--- src/rtl/mtp_pkg.sv ---
package mtp_pkg;
  // Timing
  localparam int CLK_MHZ     = 100;
  localparam int DEB_TIME_US = 1000;
  localparam int DEB_CYCLES  = DEB_TIME_US * CLK_MHZ;

  // Interface selector geometry
  localparam int N_CI    = 24;
  localparam int N_CI_LO = 12;
  localparam int SEL_W   = 4;

  // Pushbutton indices
  localparam int BTN_RST  = 0;
  localparam int BTN_GO   = 1;
  localparam int BTN_STEP = 2;
  localparam int BTN_THRM = 3;
  localparam int BTN_OTC  = 4;
  localparam int BTN_SETC = 5;
  localparam int BTN_RSTC = 6;
  localparam int N_BTN    = 7;

  // Unit state and mode selector codes
  localparam logic [1:0] STATE_ZERO = 2'h0;
  localparam logic [1:0] MODE_CMD   = 2'h0;
  localparam logic [1:0] MODE_BYTE  = 2'h1;
  localparam logic [1:0] MODE_CONT  = 2'h2;

  // Switch field positions (bit 0 is the leftmost switch)
  localparam int ST_LO   = 2;
  localparam int ST_HI   = 3;
  localparam int CON_LO  = 4;
  localparam int CON_HI  = 7;
  localparam int IO_CONTROL_ELEMENT_LO = 5;
  localparam int IO_CONTROL_ELEMENT_HI = 7;

  // Parity position value after a configuration reset
  localparam logic PAR_RESET = 1'h1;

  typedef struct packed {
    logic       par;
    logic [0:7] bits;
  } mtp_byte_t;

  typedef struct packed {
    logic addr;
    logic sel;
    logic cmd;
    logic srv;
    logic sup;
  } mtp_ctl_t;

  typedef struct packed {
    logic addr_out;
    logic sel_out;
    logic hold_out;
    logic cmd_out;
    logic srv_out;
    logic sup_out;
  } mtp_tags_t;

  typedef struct packed {
    mtp_tags_t tags;
    mtp_byte_t data;
  } mtp_word_t;

  typedef struct packed {
    logic       par_st;
    logic [1:0] state;
    logic       par_rest;
    logic [3:0] connect_bits;
    logic [2:0] io_control_element;
  } mtp_cfg_t;

  localparam mtp_cfg_t CFG_RESET = '{PAR_RESET, 2'h0, PAR_RESET, 4'h0, 3'h0};

  typedef struct packed {
    logic en_attn;
    logic en_if;
    logic err_rpt;
  } mtp_ci_t;

  typedef struct packed {
    logic      test;
    logic      thermal;
    logic      out_of_tolerance_check;
    logic      element_check_pulse;
    logic      cfg_par;
    logic      init_sel;
    logic      write_mode;
    logic      bus_out_gate;
    logic      addr_out_gate;
    mtp_ci_t   ci_lo;
    mtp_ci_t   ci_hi;
    mtp_byte_t bus_in;
    mtp_cfg_t  cfg;
  } mtp_ind_t;
endpackage

--- src/rtl/mtp_maintenance_panel.sv ---
// Notes on behaviour
// - Test at state zero detaches, enables controls
// - Test entered at nonzero state stays attached
// - Test controls act only when detached, state zero
// - Lamp test forces every indicator on
// - Thermal reset clears only at normal temperature
// - Out-of-tolerance button pulses check, holds sense bit
// - Two selectors route interface latches to display
// - Panel reset clears panel, readies initial selection
// - Start launches transfer of the selected mode
// - Single steps per request; continuous runs freely
// - Address and bus-out switches: parity plus 0-7
// - Control selections encoded into tag pattern
// - Single command sends one control sequence
// - Single byte moves one byte per start
// - Continuous repeats until reset or mode change
// - Set config loads state, connect, element bits
// - Reset config resets unit, parity ones
// - Config register: state, connect, element bits
// - Parity indicator shows bad config parity
`timescale 1ns/1ps
`default_nettype none
module mtp_maintenance_panel
  import mtp_pkg::*;
#(
  parameter int DEB_CNT = DEB_CYCLES
) (
  input  wire logic            mclk_i,
  input  wire logic            rst_b_i,
  input  wire logic            ce_i,
  input  wire logic            test_sel_i,
  input  wire logic [1:0]      unit_state_i,
  input  wire logic            lamp_test_i,
  input  wire logic [N_BTN-1:0] btn_i,
  input  wire logic            over_temp_i,
  input  wire logic            clock_single_i,
  input  wire logic [1:0]      mode_i,
  input  wire mtp_byte_t       addr_sw_i,
  input  wire mtp_byte_t       bus_out_sw_i,
  input  wire mtp_ctl_t        ctl_out_sw_i,
  input  wire logic [SEL_W-1:0] ci_sel_lo_i,
  input  wire logic [SEL_W-1:0] ci_sel_hi_i,
  input  wire mtp_ci_t         ci_latch_i [N_CI],
  input  wire logic            in_valid_i,
  input  wire mtp_byte_t       in_byte_i,
  input  wire logic            out_ready_i,
  output logic                 out_valid_o,
  output mtp_word_t            out_word_o,
  output logic                 detached_o,
  output logic                 unit_clk_step_o,
  output logic                 unit_reset_o,
  output logic                 init_prep_o,
  output logic                 elc_pulse_o,
  output logic                 sense2_bit7_o,
  output mtp_cfg_t             cfg_o,
  output mtp_ind_t             ind_o
);
  localparam int CW = $clog2(DEB_CNT + 1);
  localparam logic [CW-1:0] DEB_LAST = CW'(DEB_CNT - 1);

  typedef enum logic [1:0] {ST_IDLE, ST_ONE, ST_CONT} mtp_fsm_t;

  logic [N_BTN-1:0] sync1_reg, sync2_reg, lvl_reg, lvl_d_reg;
  logic [N_BTN-1:0] press;
  logic [CW-1:0]    cnt_reg [N_BTN];
  logic             test_d_reg, detached_reg, ctl_en;
  logic             p_rst, p_go, p_step, p_thrm, p_otc, p_setc, p_rstc;
  mtp_fsm_t         fsm_reg;
  mtp_word_t        word_next, word_reg;
  logic             push, in_ready_reg;
  logic             hd_valid_reg, sp_valid_reg;
  mtp_word_t        hd_reg, sp_reg;
  logic             thermal_reg, elc_ind_reg, init_sel_reg, write_reg;
  logic             bo_gate_reg, ao_gate_reg;
  mtp_byte_t        bus_in_reg;
  mtp_cfg_t         cfg_reg, cfg_next;
  mtp_ind_t         ind_next;
  mtp_ci_t          ci_lo, ci_hi;

  // Two-stage synchronisers; the first stage feeds only the second
  always_ff @(posedge mclk_i) begin
    if (!rst_b_i) begin
      sync1_reg <= '0;
      sync2_reg <= '0;
    end else if (ce_i) begin
      sync1_reg <= btn_i;
      sync2_reg <= sync1_reg;
    end
  end

  // Debounce: level follows input only after it stays put DEB_CNT cycles
  for (genvar b = 0; b < N_BTN; b++) begin : g_deb
    always_ff @(posedge mclk_i) begin
      if (!rst_b_i) begin
        cnt_reg[b] <= '0;
        lvl_reg[b] <= 1'b0;
      end else if (ce_i) begin
        if (sync2_reg[b] == lvl_reg[b]) begin
          cnt_reg[b] <= '0;
        end else if (cnt_reg[b] == DEB_LAST) begin
          cnt_reg[b] <= '0;
          lvl_reg[b] <= sync2_reg[b];
        end else begin
          cnt_reg[b] <= cnt_reg[b] + 1'b1;
        end
      end
    end
  end

  // Edge memory for one pulse per press
  always_ff @(posedge mclk_i) begin
    if (!rst_b_i) begin
      lvl_d_reg <= '0;
    end else if (ce_i) begin
      lvl_d_reg <= lvl_reg;
    end
  end

  // Press pulses, test-only buttons gated by the enable condition
  assign press  = lvl_reg & ~lvl_d_reg;
  assign ctl_en = detached_reg && test_sel_i && (unit_state_i == STATE_ZERO);
  assign p_rst  = press[BTN_RST] && ctl_en;
  assign p_go   = press[BTN_GO] && ctl_en;
  assign p_step = press[BTN_STEP] && ctl_en;
  assign p_setc = press[BTN_SETC] && ctl_en;
  assign p_rstc = press[BTN_RSTC] && ctl_en;
  assign p_thrm = press[BTN_THRM];
  assign p_otc  = press[BTN_OTC];

  // Isolation: only a move into test while at state zero detaches
  always_ff @(posedge mclk_i) begin
    if (!rst_b_i) begin
      test_d_reg   <= 1'b0;
      detached_reg <= 1'b0;
    end else if (ce_i) begin
      test_d_reg <= test_sel_i;
      if (!test_sel_i) begin
        detached_reg <= 1'b0;
      end else if (!test_d_reg && unit_state_i == STATE_ZERO) begin
        detached_reg <= 1'b1;
      end
    end
  end

  // Unit clock: free running unless single stepping while detached
  always_ff @(posedge mclk_i) begin
    if (!rst_b_i) begin
      unit_clk_step_o <= 1'b0;
    end else if (ce_i) begin
      unit_clk_step_o <= (detached_reg && clock_single_i) ? p_step : 1'b1;
    end
  end

  // Word to send: control selections encoded into tags, bytes from switches
  always_comb begin
    word_next = '0;
    if (mode_i == MODE_CMD) begin
      word_next.tags.addr_out = ctl_out_sw_i.addr;
      word_next.tags.sel_out  = ctl_out_sw_i.sel;
      word_next.tags.hold_out = ctl_out_sw_i.sel;
      word_next.tags.cmd_out  = ctl_out_sw_i.cmd;
      word_next.tags.srv_out  = ctl_out_sw_i.srv;
      word_next.tags.sup_out  = ctl_out_sw_i.sup;
      word_next.data = ctl_out_sw_i.addr ? addr_sw_i : bus_out_sw_i;
    end else begin
      word_next.tags.srv_out = 1'b1;
      word_next.data = bus_out_sw_i;
    end
  end

  // Transfer sequencer
  assign push = (fsm_reg != ST_IDLE) && in_ready_reg;
  always_ff @(posedge mclk_i) begin
    if (!rst_b_i) begin
      fsm_reg  <= ST_IDLE;
      word_reg <= '0;
    end else if (ce_i) begin
      unique case (fsm_reg)
        ST_IDLE: begin
          if (p_go) begin
            word_reg <= word_next;
            fsm_reg  <= (mode_i == MODE_CONT) ? ST_CONT : ST_ONE;
          end
        end
        ST_ONE: begin
          if (p_rst || push) begin
            fsm_reg <= ST_IDLE;
          end
        end
        ST_CONT: begin
          if (p_rst || mode_i != MODE_CONT) begin
            fsm_reg <= ST_IDLE;
          end else if (push) begin
            word_reg <= word_next;
          end
        end
      endcase
    end
  end

  // Two-entry skid buffer toward the unit; outputs straight from flops
  always_ff @(posedge mclk_i) begin
    if (!rst_b_i || (ce_i && p_rst)) begin
      hd_valid_reg <= 1'b0;
      sp_valid_reg <= 1'b0;
      in_ready_reg <= 1'b1;
      hd_reg       <= '0;
      sp_reg       <= '0;
    end else if (ce_i) begin
      if (!hd_valid_reg || out_ready_i) begin
        hd_valid_reg <= sp_valid_reg || push;
        hd_reg       <= sp_valid_reg ? sp_reg : word_reg;
        sp_valid_reg <= sp_valid_reg && push;
        if (sp_valid_reg) begin
          sp_reg <= word_reg;
        end
        in_ready_reg <= !(sp_valid_reg && push);
      end else if (push) begin
        sp_valid_reg <= 1'b1;
        sp_reg       <= word_reg;
        in_ready_reg <= 1'b0;
      end
    end
  end
  assign out_valid_o = hd_valid_reg;
  assign out_word_o  = hd_reg;

  // Panel control latches and received byte display
  always_ff @(posedge mclk_i) begin
    if (!rst_b_i) begin
      init_sel_reg <= 1'b0;
      write_reg    <= 1'b0;
      bo_gate_reg  <= 1'b0;
      ao_gate_reg  <= 1'b0;
      bus_in_reg   <= '0;
    end else if (ce_i) begin
      if (in_valid_i) begin
        bus_in_reg <= in_byte_i;
      end
      if (p_rst) begin
        init_sel_reg <= 1'b0;
        write_reg    <= 1'b0;
        bo_gate_reg  <= 1'b0;
        ao_gate_reg  <= 1'b0;
      end else if (fsm_reg == ST_IDLE && p_go) begin
        init_sel_reg <= (mode_i == MODE_CMD) && ctl_out_sw_i.sel;
        write_reg    <= (mode_i != MODE_CMD) || ctl_out_sw_i.cmd;
        ao_gate_reg  <= (mode_i == MODE_CMD) && ctl_out_sw_i.addr;
        bo_gate_reg  <= !((mode_i == MODE_CMD) && ctl_out_sw_i.addr);
      end
    end
  end

  // Reset pulses toward the unit
  always_ff @(posedge mclk_i) begin
    if (!rst_b_i) begin
      unit_reset_o <= 1'b0;
      init_prep_o  <= 1'b0;
    end else if (ce_i) begin
      unit_reset_o <= p_rstc;
      init_prep_o  <= p_rst;
    end else begin
      unit_reset_o <= 1'b0;
      init_prep_o  <= 1'b0;
    end
  end

  // Thermal check latch: event sets, clear only when temperature normal
  always_ff @(posedge mclk_i) begin
    if (!rst_b_i) begin
      thermal_reg <= 1'b0;
    end else if (ce_i) begin
      if (over_temp_i) begin
        thermal_reg <= 1'b1;
      end else if (p_thrm) begin
        thermal_reg <= 1'b0;
      end
    end
  end

  // Out-of-tolerance simulation: check pulse plus held sense bit
  always_ff @(posedge mclk_i) begin
    if (!rst_b_i) begin
      elc_pulse_o   <= 1'b0;
      sense2_bit7_o <= 1'b0;
      elc_ind_reg   <= 1'b0;
    end else if (ce_i) begin
      elc_pulse_o   <= p_otc;
      sense2_bit7_o <= lvl_reg[BTN_OTC];
      if (p_otc) begin
        elc_ind_reg <= 1'b1;
      end else if (p_rst) begin
        elc_ind_reg <= 1'b0;
      end
    end else begin
      elc_pulse_o <= 1'b0;
    end
  end

  // Configuration register load from switches, odd parity per group
  always_comb begin
    cfg_next = cfg_reg;
    if (p_rstc) begin
      cfg_next = CFG_RESET;
    end else if (p_setc) begin
      cfg_next.state              = addr_sw_i.bits[ST_LO:ST_HI];
      cfg_next.connect_bits       = addr_sw_i.bits[CON_LO:CON_HI];
      cfg_next.io_control_element = bus_out_sw_i.bits[IO_CONTROL_ELEMENT_LO:IO_CONTROL_ELEMENT_HI];
      cfg_next.par_st   = ~^cfg_next.state;
      cfg_next.par_rest = ~^{cfg_next.connect_bits, cfg_next.io_control_element};
    end
  end

  always_ff @(posedge mclk_i) begin
    if (!rst_b_i) begin
      cfg_reg <= CFG_RESET;
    end else if (ce_i) begin
      cfg_reg <= cfg_next;
    end
  end
  assign cfg_o = cfg_reg;

  // Interface selectors pick one latch group each
  always_comb begin
    ci_lo = '0;
    ci_hi = '0;
    if (int'(ci_sel_lo_i) < N_CI_LO) begin
      ci_lo = ci_latch_i[ci_sel_lo_i];
    end
    if (int'(ci_sel_hi_i) < N_CI - N_CI_LO) begin
      ci_hi = ci_latch_i[int'(ci_sel_hi_i) + N_CI_LO];
    end
  end

  // Indicator image, forced on by lamp test
  always_comb begin
    ind_next.test          = ctl_en;
    ind_next.thermal       = thermal_reg;
    ind_next.out_of_tolerance_check           = over_temp_i || lvl_reg[BTN_OTC];
    ind_next.element_check_pulse           = elc_ind_reg;
    ind_next.cfg_par       = !(^{cfg_reg.par_st, cfg_reg.state}) ||
                             !(^{cfg_reg.par_rest, cfg_reg.connect_bits,
                                 cfg_reg.io_control_element});
    ind_next.init_sel      = init_sel_reg;
    ind_next.write_mode    = write_reg;
    ind_next.bus_out_gate  = bo_gate_reg;
    ind_next.addr_out_gate = ao_gate_reg;
    ind_next.ci_lo         = ci_lo;
    ind_next.ci_hi         = ci_hi;
    ind_next.bus_in        = bus_in_reg;
    ind_next.cfg           = cfg_reg;
    if (lamp_test_i) begin
      ind_next = '1;
    end
  end

  always_ff @(posedge mclk_i) begin
    if (!rst_b_i) begin
      ind_o      <= '0;
      detached_o <= 1'b0;
    end else if (ce_i) begin
      ind_o      <= ind_next;
      detached_o <= ctl_en;
    end
  end
endmodule // mtp_maintenance_panel
`default_nettype wire

--- config.mk ---
export PLATFORM = sky130hd
export DESIGN_NAME = mtp_maintenance_panel
export DESIGN_NICKNAME = d
export VERILOG_FILES = /design/src/rtl/mtp_pkg.sv /design/src/rtl/mtp_maintenance_panel.sv
export SDC_FILE = /design/constraint.sdc
export NUM_CORES = 1
export LEC_CHECK = 0
export ABC_AREA = 1
export BUFFER_PORTS_ARGS = -buffer_cell sky130_fd_sc_hd__buf_2
export CAP_MARGIN = 20
export CORE_ASPECT_RATIO = 0.7
export CORE_MARGIN = 2
export CORE_UTILIZATION = 40
export DETAILED_ROUTE_END_ITERATION = 7
export GPL_TIMING_DRIVEN = 1
export HOLD_SLACK_MARGIN = 0.03
export REMOVE_ABC_BUFFERS = 1
export SETUP_SLACK_MARGIN = 0.15
export SLEW_MARGIN = 10
export SYNTH_ARGS = -nofsm -noshare
export SYNTH_HDL_FRONTEND = slang
export SYNTH_SLANG_ARGS = --single-unit
--- constraint.sdc ---
create_clock -name mclk_i -period 3.2 [get_ports mclk_i]
set_input_delay 0.64 -clock mclk_i [delete_from_list [all_inputs] [get_ports mclk_i]]
set_output_delay 0.64 -clock mclk_i [all_outputs]
set_load 0.005 [all_outputs]
==> results of run 1 <==
-- power by group through the flow --
stage                     Clock (uW)  Sequential (uW)  Combinational, uW
after global placement             0             3840                760
after CTS                       3060             3770                771
after detailed placement           0             3840                767
final                           2990             3770                769
after global routing            3210             3790                872
after floorplan                    0             3820                439
-- worst max path at each step --
stage                              from        endpoint  slack [ns]
final                              ce_i       ind_o[22]        1.16
after global routing         fsm_reg[0]      sp_reg[13]        1.00
after CTS                 cnt_reg[4][6]  cnt_reg[4][11]        1.15
after detailed placement           ce_i       ind_o[21]        0.62
after global placement             ce_i       ind_o[30]        0.69
after floorplan                 rst_b_i   cnt_reg[0][0]       -0.85
-- layout by cell type, fill, tap and decap left out, drive strengths merged, types with 7 or more instances in the layout --
master	n
a21boi	10
a21oi	96
buf	212
clkbuf	46
dfxtp	143
edfxtp	119
ha	12
inv	241
nand2	433
nand3	123
nand4	50
nor2	249
nor3	39
o211ai	7
o21ai	136
o22ai	9
or2	9
xnor2	28
xor2	46
-- layer usage --
layer	global-route usage, %	vias to the layer above	routed length [um]
li1	-	6312	-
met1	30.65	5661	18340
met2	30.57	331	15530
met3	2.925	39	2309
met4	3.506	0	507
met5	0	-	0
-- layout make-up --
cell class                      count  area share, %
Timing Repair Buffer              212          7.004
Antenna cell                        1        0.01550
Inverter                          244          5.702
Clock buffer                       46          5.005
Clock inverter                      2        0.08523
Multi-Input combinational cell   1267          38.68
Tap cell                          472          3.657
Sequential cell                   262          39.85
-- stage by stage --
stage	hold slack, ns	setup slack, ns
2_1_floorplan	0.4231	-0.8531
3_3_place_gp	0.4371	0.6876
3_5_place_dp	0.4389	0.6242
4_1_cts	0.2868	1.146
5_1_grt	0.3098	1.004
6_report	0.3062	1.161
-- cells by family after synthesis --
| family | count (synthesis) | synth area share (%) |
|---|---|---|
| xor+xnor | 74 | 4.657 |
| compound gates | 265 | 10.27 |
| flops | 262 | 46.24 |
| simple gates | 916 | 28.87 |
| fa+ha+maj | 12 | 1.079 |
| buf+inv | 303 | 8.882 |
-- Yosys cell counts, drive strengths merged, types with 19 or more instances --
library cell and count:
buf 40, dfxtp 143, inv 241, nand2 433
a21oi 96, clkbuf 19, nand4 50, nor3 39
edfxtp 119, nand3 123, o21ai 136, xor2 46
nor2 249, xnor2 28
-- critical path, delay by kind of cell --
kind,cells,cell delay (ns)
buffers and inverters,5,1.18
and+or+nand+nor,4,0.68
==> impl_metrics.csv, run 1 <==
group,metric,value,unit
floorplan,placementRows,57,
worst_setup_path,critPathKind,"in2reg",
yosys,synth_edf_count,119,
placed_design,place_inst,2457,
pwr,power_frac_comb,10.2,%
worst_setup_path,r2r_end,"sp_reg[6]",
timing,timing.final.crit_share,63.72,%
yosys,ys_seq_area_share,46.24,%
clock_tree,cts_post_setup_buffers_inserted,0,
pwr,p_sw_share,25.19,%
placed_design,port_buffers,199,
placed_design,dp_hpwl,26.92,mm
hold_path,hp-class,"in2reg",
grt,grt_antenna_before_repair,1,
detailed_routing,wl_per_cell,14.64,um
detailed_routing,first_iter_violations,1053,
worst_setup_path,reg2reg_slack,1.21,ns
finish,multi_input_area,0.006246,sq mm
yosys,synthTopCellsByArea,"edfxtp_1 26%, dfxtp_1 21%, nand2_1 11%",
timing,period_minus_slack,2.039,ns
detailed_routing,num_vias,12340,
yosys,syn_inst,1832,
grt,grt_pass1_vias,11560,
pwr,ir_drop,0.3153,mV
detailed_routing,antenna_left,0,
worst_setup_path,worstPathCellList,"buf_2, nand2_2, buf_4, inv_2, buf_4, nand2_1, nand2_1, inv_1, nand2_1",
timing,slew_viol_final,0,
worst_setup_path,cp_common_cell,"nand2_1",
clock_tree,cts_resized,0,
run,maxCapViolations,0,
yosys,ys_ff_latch,262,
clock_tree,root_buffer,"clkbuf_16",
worst_setup_path,cp.arrival,2.52,ns
hold_path,min_to,"sync1_reg[1]",
yosys,syn_avg_cell_area,7.597,sq um
yosys,ys_types,46,
yosys,yosysWarningCount,0,
worst_setup_path,end_kind,"flop",
finish,stdcell_count,2506,
floorplan,initial_core_util,40.32,%
floorplan,die_width,227.0,um
clock_tree,hold_buffers,0,
floorplan,io_pins,200,
grt,grt_max_degree,44,
finish,final_area,0.01615,sq mm
placed_design,finalWeightedCongestion,0.8788,
worst_setup_path,r2r-start,"fsm_reg[0]",
clock_tree,cts_buffer_depth,3,
detailed_routing,drt_wl_total,36.69,mm
clock_tree,cts_sinks,262,
clock_tree,numCtsBuffers,27,
worst_setup_path,critPathMaxStageDelay,0.42,ns
yosys,async_flop_share,0,%
pwr,p_leak,0.007043,uW
clock_tree,h-tree-depth,1,
pwr,seqPwrFrac,50.1,%
clock_tree,clk_pin_slew,0.06,ns
finish,drive_gt1_share,15.84,%
run_status,status,"completed",
timing,finalClockSkew,0.008242,ns
grt,grt_first_pass_wirelength,59.90,mm
timing,clock.fmax,490.4,MHz
finish,fillerInstances,3530,
finish,largest_reg_flops,119,
pwr,power_density,466.7,mW/mm^2
yosys,synth_ff_type,"dfxtp_1",
floorplan,dieArea,0.03633,sq mm
pwr,internal-power,5638,uW
grt,grt_use_total,20.17,%
grt,grt-ovfl-total,0,
yosys,netlist_area,0.01392,sq mm
pwr,power,7537,uW
timing,maxSlewHeadroom,51.31,%
timing,grt_setup_unrepaired,"false",
worst_setup_path,crit_path_max_fanout,42,
placed_design,placed_area,0.01532,sq mm
yosys,yosys.area.top_type_share,25.67,%
detailed_routing,drc_errors,0,
finish,post-route-util,46.78,%
timing,setup-violations-final,0,
hold_path,worstHoldStart,"btn_i[1]",
floorplan,die_y,160.1,um
worst_setup_path,start_kind,"input port",
worst_setup_path,worstPathRequired,3.68,ns
finish,seq_area,0.006436,sq mm
detailed_routing,viasPerCell,4.925,
worst_setup_path,critPathSlowestCell,"buf_2",
timing,tightest_slew,0.7283,ns
timing,finalHoldViolCount,0,
finish,num-nets-final,2158,
clock_tree,tritoncts,"yes",
pwr,p_sw,1899,uW
yosys,yosysTopAreaCell,"edfxtp_1",
finish,area_delta_synth_final,16.03,%
detailed_routing,drtPass1Iterations,5,
floorplan,core_area,0.03452,sq mm
clock_tree,clkLatencyLatePin,0.54,ns
worst_setup_path,r2r_cells,9,
timing,setup-tns-final,0,ns
hold_path,whs_path_depth,3,
pwr,clockPowerShare,39.7,%
Power figures use the tool's default switching activity.
==> run 2, diff against run 1 <==
==> constraint.sdc (replaced) <==
create_clock -name mclk_i -period 1.9 [get_ports mclk_i]
set_input_delay 0.38 -clock mclk_i [delete_from_list [all_inputs] [get_ports mclk_i]]
set_output_delay 0.38 -clock mclk_i [all_outputs]
set_load 0.005 [all_outputs]
==> run 2 against run 1 <==
- non-clock buffer count up 73
- routed wire length up 4.2%
- utilization up 3.2 points
- clock skew up 0.022 ns
- combinational power up 89%
- design area up 6.8%
- total power up 74%
- worst hold slack worse by 0.25 ns
- first-iteration DRC count down 4.1%
- worst setup slack worse by 1.1 ns
==> impl_metrics.csv, run 2 (synthesis results as in run 1) <==
group,metric,value,unit
run_status,status,"completed",
finish,post-route-util,49.99,%
timing,holdWs,0.05891,ns
timing,finalClockSkew,0.03008,ns
detailed_routing,drc_errors,0,
pwr,internal-power,9712,uW
clock_tree,h-tree-depth,1,
floorplan,core_area,0.03452,sq mm
timing,setup-violations-final,0,
finish,drive_gt1_share,22.19,%
timing,maxSlewHeadroom,64.04,%
placed_design,dp_hpwl,27.28,mm
placed_design,port_buffers,199,
worst_setup_path,critPathMaxStageDelay,0.48,ns
pwr,power_frac_comb,11.1,%
worst_setup_path,crit_path_max_fanout,5,
detailed_routing,first_iter_violations,1010,
finish,mostFrequentLayoutCell,"nand2_1",
timing,clock.fmax,552.9,MHz
timing,finalHoldViolCount,0,
timing,timing.final.crit_share,95.19,%
clock_tree,numCtsBuffers,27,
detailed_routing,num_vias,12730,
floorplan,initial_core_util,40.32,%
timing,slew_viol_final,0,
worst_setup_path,r2r-start,"cnt_reg[5][8]",
run,maxCapViolations,0,
detailed_routing,drtPass1Iterations,5,
detailed_routing,wl_per_cell,14.78,um
pwr,power_density,759.3,mW/mm^2
worst_setup_path,worstPathCellList,"inv_1, nand2_1, nor3_2, nand4_1, nor2_2, nor3_4, buf_4, buf_4, nand2_1, inv_1",
grt,grt_antenna_before_repair,0,
hold_path,hp-class,"in2reg",
pwr,p_sw,3389,uW
clock_tree,tritoncts,"yes",
finish,layout_common_cells,"414 x nand2_1, 221 x inv_1, 205 x nor2_1",
worst_setup_path,path_buf_inv,4,
finish,seq_area,0.006439,sq mm
worst_setup_path,worstPathRequired,2.22,ns
finish,largest_reg_flops,119,
clock_tree,cts_sinks,262,
timing,period_minus_slack,1.809,ns
grt,grt-ovfl-total,0,
worst_setup_path,cp.arrival,2.13,ns
grt,grt_use_total,20.33,%
pwr,p_leak,0.007548,uW
hold_path,min_to,"sync1_reg[0]",
worst_setup_path,r2r_end,"cnt_reg[5][13]",
timing,setup_ws,0.09142,ns
finish,num-nets-final,2238,
floorplan,die_y,160.1,um
floorplan,dieArea,0.03633,sq mm
worst_setup_path,reg2reg_slack,0.09,ns
placed_design,placed_area,0.01563,sq mm
grt,grt_pass1_vias,11500,
worst_setup_path,start_kind,"flop",
finish,final_area,0.01726,sq mm
timing,grt_setup_unrepaired,"true",
finish,multi_input_area,0.006618,sq mm
clock_tree,cts_buffer_depth,3,
pwr,p_sw_share,25.87,%
grt,grt_first_pass_wirelength,60.01,mm
timing,tightest_slew,0.5338,ns
grt,grt_max_degree,44,
worst_setup_path,critPathKind,"reg2reg",
clock_tree,clk_pin_slew,0.07,ns
finish,area_delta_synth_final,23.98,%
worst_setup_path,r2r_cells,10,
detailed_routing,antenna_left,0,
hold_path,worstHoldStart,"btn_i[0]",
finish,n_antenna_cell,0,
floorplan,io_pins,200,
worst_setup_path,critPathSlowestCell,"edfxtp_1",
hold_path,whs_path_depth,3,
detailed_routing,viasPerCell,4.922,
floorplan,placementRows,57,
floorplan,die_width,227.0,um
clock_tree,clkLatencyLatePin,0.56,ns
worst_setup_path,end_kind,"flop",
pwr,ir_drop,0.6872,mV
detailed_routing,drt_wl_total,38.22,mm
finish,fillerInstances,3423,
placed_design,finalWeightedCongestion,0.8681,
worst_setup_path,crit_family,"simple AND/OR/NAND/NOR gates",
timing,setup-tns-final,0,ns
clock_tree,root_buffer,"clkbuf_16",
placed_design,pre_cts_ws,-0.01796,ns
pwr,clockPowerShare,40.5,%
pwr,seqPwrFrac,48.5,%
run 2: area by class of cell:
class / count / area share [%]
clock inverter: 16 / 0.8049
timing repair buffer: 285 / 10.25
inverter: 244 / 5.467
clock buffer: 33 / 4.220
timing repair inverter: 4 / 0.1740
sequential: 262 / 37.31
tap: 472 / 3.423
multi-input combinational: 1270 / 38.35
run 2: worst max-delay path by stage:
stage | startpoint | end | cells past startpoint
floorplan | rst_b_i | cnt_reg[0][0] | 3
global placement | cnt_reg[2][0] | cnt_reg[2][0] | 9
detailed placement | ce_i | cnt_reg[1][11] | 6
CTS | cnt_reg[1][8] | cnt_reg[1][14] | 6
global route | cnt_reg[5][8] | cnt_reg[5][13] | 10
finish | cnt_reg[5][8] | cnt_reg[5][13] | 10
run 2: worst reg2reg max path: stages, from the launching register on:
cell and delay, ns:
edfxtp_1 0.48, inv_1 0.09, nand2_1 0.07, nor3_2 0.14, nand4_1 0.13, nor2_2 0.21, nor3_4 0.11, buf_4 0.16
buf_4 0.12, nand2_1 0.05, inv_1 0.04
run 2: power by group through the flow:
stage | Sequential (uW) | Clock (uW) | Combinational [uW]
after floorplan | 6430 | 0 | 739
after global placement | 6450 | 0 | 1350
after detailed placement | 6460 | 0 | 1360
after CTS | 6340 | 5440 | 1390
after global routing | 6380 | 5670 | 1630
final | 6350 | 5300 | 1450
run 2: repair_timing:
item | in CTS | in global routing
gates cloned | 3 | 4
buffers inserted | 6 | 36
pin swaps | 7 | 33
setup endpoints to repair | 71 | 123
endpoints found under the hold margin | 1 | 0
hold buffers | 1 | 0
gates resized for setup | 23 | 81
run 2: routing by layer:
metal	vias to the layer above	share of wire [%]	track usage, %
li1	6487	-	-
met1	5849	49	30.18
met2	352	44	31.33
met3	41	5.9	3.201
met4	0	1.5	3.892
met5	-	0	0
run 2: metrics by stage:
| stage | total power, uW | std cells |
|---|---|---|
| 6_report | 13100 | 2586 |
| 5_1_grt | 13690 | 2586 |
| 4_1_cts | 13180 | 2546 |
| 3_5_place_dp | 7814 | 2487 |
| 3_3_place_gp | 7806 | 2487 |
| 2_1_floorplan | 7173 | 1773 |
==> run 3, diff against run 2 <==
--- a/config.mk
+++ b/config.mk
@@ -6,12 +6,12 @@
 export NUM_CORES = 1
 export LEC_CHECK = 0
 export ABC_AREA = 1
-export BUFFER_PORTS_ARGS = -buffer_cell sky130_fd_sc_hd__buf_2
 export CAP_MARGIN = 20
 export CORE_ASPECT_RATIO = 0.7
 export CORE_MARGIN = 2
 export CORE_UTILIZATION = 40
 export DETAILED_ROUTE_END_ITERATION = 7
+export DONT_BUFFER_PORTS = 1
 export GPL_TIMING_DRIVEN = 1
 export HOLD_SLACK_MARGIN = 0.03
 export REMOVE_ABC_BUFFERS = 1
==> run 3 against run 2 <==
- flip-flop and latch count unchanged
- sequential power about the same
- critical path depth decreased by 2
- combinational power decreased by 19%
- clock power about the same
- critical path type unchanged
- largest cell class unchanged
==> impl_metrics.csv, run 3 (synthesis results as in run 1) <==
group,metric,value,unit
run_status,status,"completed",
worst_setup_path,path_buf_inv,1,
floorplan,io_pins,200,
worst_setup_path,crit_family,"simple AND/OR/NAND/NOR gates",
floorplan,die_y,160.1,um
clock_tree,clk_pin_slew,0.06,ns
worst_setup_path,worstPathRequired,2.30,ns
pwr,clockPowerShare,41.3,%
timing,clock.fmax,560.6,MHz
worst_setup_path,start_kind,"flop",
detailed_routing,first_iter_violations,926,
clock_tree,tritoncts,"yes",
timing,finalClockSkew,0.01963,ns
worst_setup_path,cp.arrival,2.18,ns
clock_tree,h-tree-depth,1,
placed_design,place_inst,2276,
pwr,power_density,790.2,mW/mm^2
placed_design,dp_hpwl,25.91,mm
grt,use_met2,30.14,%
clock_tree,clkLatencyLatePin,0.55,ns
worst_setup_path,critPathKind,"reg2reg",
pwr,internal-power,9564,uW
clock_tree,cts_buffer_depth,3,
timing,tightest_slew,1.014,ns
finish,seq_area,0.006442,sq mm
grt,grt_pass1_vias,11110,
pwr,ir_drop,0.6422,mV
finish,post-route-util,47.14,%
finish,layout_common_cells,"412 x nand2_1, 220 x inv_1, 204 x nor2_1",
finish,drive_gt1_share,13.17,%
timing,setup-tns-final,0,ns
grt,busiest_layer,"met2",
finish,largest_reg_flops,119,
detailed_routing,antenna_left,0,
timing,holdWs,0.04435,ns
floorplan,dieArea,0.03633,sq mm
clock_tree,cts_sinks,262,
grt,grtUsageMet3,3.717,%
hold_path,hp-class,"in2reg",
finish,stdcell_count,2388,
worst_setup_path,end_kind,"flop",
grt,grt_first_pass_wirelength,58.34,mm
floorplan,core_area,0.03452,sq mm
grt,grt_max_degree,44,
timing,grt_setup_unrepaired,"true",
timing,setup-violations-final,0,
clock_tree,root_buffer,"clkbuf_16",
run,maxCapViolations,0,
timing,finalHoldViolCount,0,
detailed_routing,drt_wl_total,37.39,mm
detailed_routing,viasPerCell,5.054,
worst_setup_path,worstPathCellList,"ha_2, nand2_2, nor2_2, nand4_1, nor2_2, nor3_4, clkinvlp_4, nor2_1",
timing,maxSlewHeadroom,32.16,%
grt,grt-ovfl-total,0,
grt,grt_use_total,19.79,%
detailed_routing,drc_errors,0,
finish,mostFrequentLayoutCell,"nand2_1",
placed_design,port_buffers,0,
pwr,p_sw_share,25.62,%
pwr,seqPwrFrac,49.6,%
floorplan,initial_core_util,40.32,%
pwr,p_leak,0.006662,uW
placed_design,finalWeightedCongestion,0.8528,
grt,grt_antenna_before_repair,3,
worst_setup_path,critPathMaxStageDelay,0.39,ns
clock_tree,numCtsBuffers,27,
detailed_routing,wl_per_cell,15.66,um
worst_setup_path,critPathSlowestCell,"edfxtp_1",
pwr,power_frac_comb,9.1,%
timing,timing.final.crit_share,93.88,%
worst_setup_path,cp_common_cell,"nor2_2",
finish,fillerInstances,3408,
worst_setup_path,crit_path_max_fanout,6,
detailed_routing,num_vias,12070,
timing,slew_viol_final,0,
floorplan,placementRows,57,
finish,multi_input_area,0.006594,sq mm
timing,period_minus_slack,1.784,ns
finish,num-nets-final,2036,
finish,area_delta_synth_final,16.92,%
pwr,p_sw,3295,uW
floorplan,die_width,227.0,um
detailed_routing,drtPass1Iterations,5,
grt,grtUsageMet1,29.09,%
[run 3: changes by cell type in the layout (fill, tap and decap cells not counted), moves of 4 or more]
cell           delta
clkinv_1          -4
nor2_2            +4
clkinvlp_4        -4
dlygate4sd3_1    +25
buf_4            -24
buf_2           -199
clkinv_4          +4
nor2_4            -4
[run 3: power by group through the flow]
stage,Sequential (uW),Clock [uW],Combinational [uW]
6_report,6370,5310,1170
5_1_grt,6410,5650,1330
4_1_cts,6370,5420,1100
3_5_place_dp,6480,0,1020
3_3_place_gp,6480,0,1000
2_1_floorplan,6430,0,739
[run 3: per-stage QoR]
| step | area [sq um] | total power (uW) | setup slack (ns) |
|---|---|---|---|
| floorplan | 13600 | 7173 | -1.893 |
| global placement | 14490 | 7482 | 0.1274 |
| detailed placement | 14490 | 7504 | 0.05532 |
| CTS | 15660 | 12890 | 0.1540 |
| global route | 16270 | 13380 | 0.01036 |
| finish | 16270 | 12860 | 0.1163 |
[run 3: metal layers]
| layer | up-vias | part of all wire [%] |
|---|---|---|
| li1 | 6099 | - |
| met2 | 326 | 44 |
| met4 | 0 | 2.1 |
| met1 | 5593 | 48 |
| met5 | - | 0 |
| met3 | 50 | 5.7 |
[run 3: timing repair]
item                                    CTS  global route
endpoints found under the setup margin   44           143
gates cloned                              0             5
hold buffers                             27             0
pin swaps                                 0            31
setup buffers                             0            27
hold endpoints to repair                 75             0
gates resized for setup                   7           105
[run 3: cell type report]
type                            count  area share [%]
Timing Repair inverter              4          0.1768
Timing Repair Buffer               85           4.875
Clock inverter                     13          0.6535
Clock buffer                       37           4.698
Tap cell                          472           3.629
Inverter                          244           5.813
Antenna cell                        3         0.04613
Sequential cell                   262           39.59
Multi-Input combinational cell   1268           40.52
[run 3: final timing paths]
path	slack, ns	start	endpoint	cells past startpoint
max	0.12	cnt_reg[5][1]	cnt_reg[5][5]	8
min	0.04	ce_i	sp_valid_reg	2
max reg2reg	0.12	cnt_reg[5][1]	cnt_reg[5][5]	8
min reg2reg	0.46	elc_ind_reg	elc_ind_reg	2
[run 3: worst reg2reg max path, stage by stage (launching register included)]
cell and delay (ns):
edfxtp_1 0.39, ha_2 0.22, nand2_2 0.06, nor2_2 0.05
nand4_1 0.13, nor2_2 0.08, nor3_4 0.31, clkinvlp_4 0.26
nor2_1 0.14
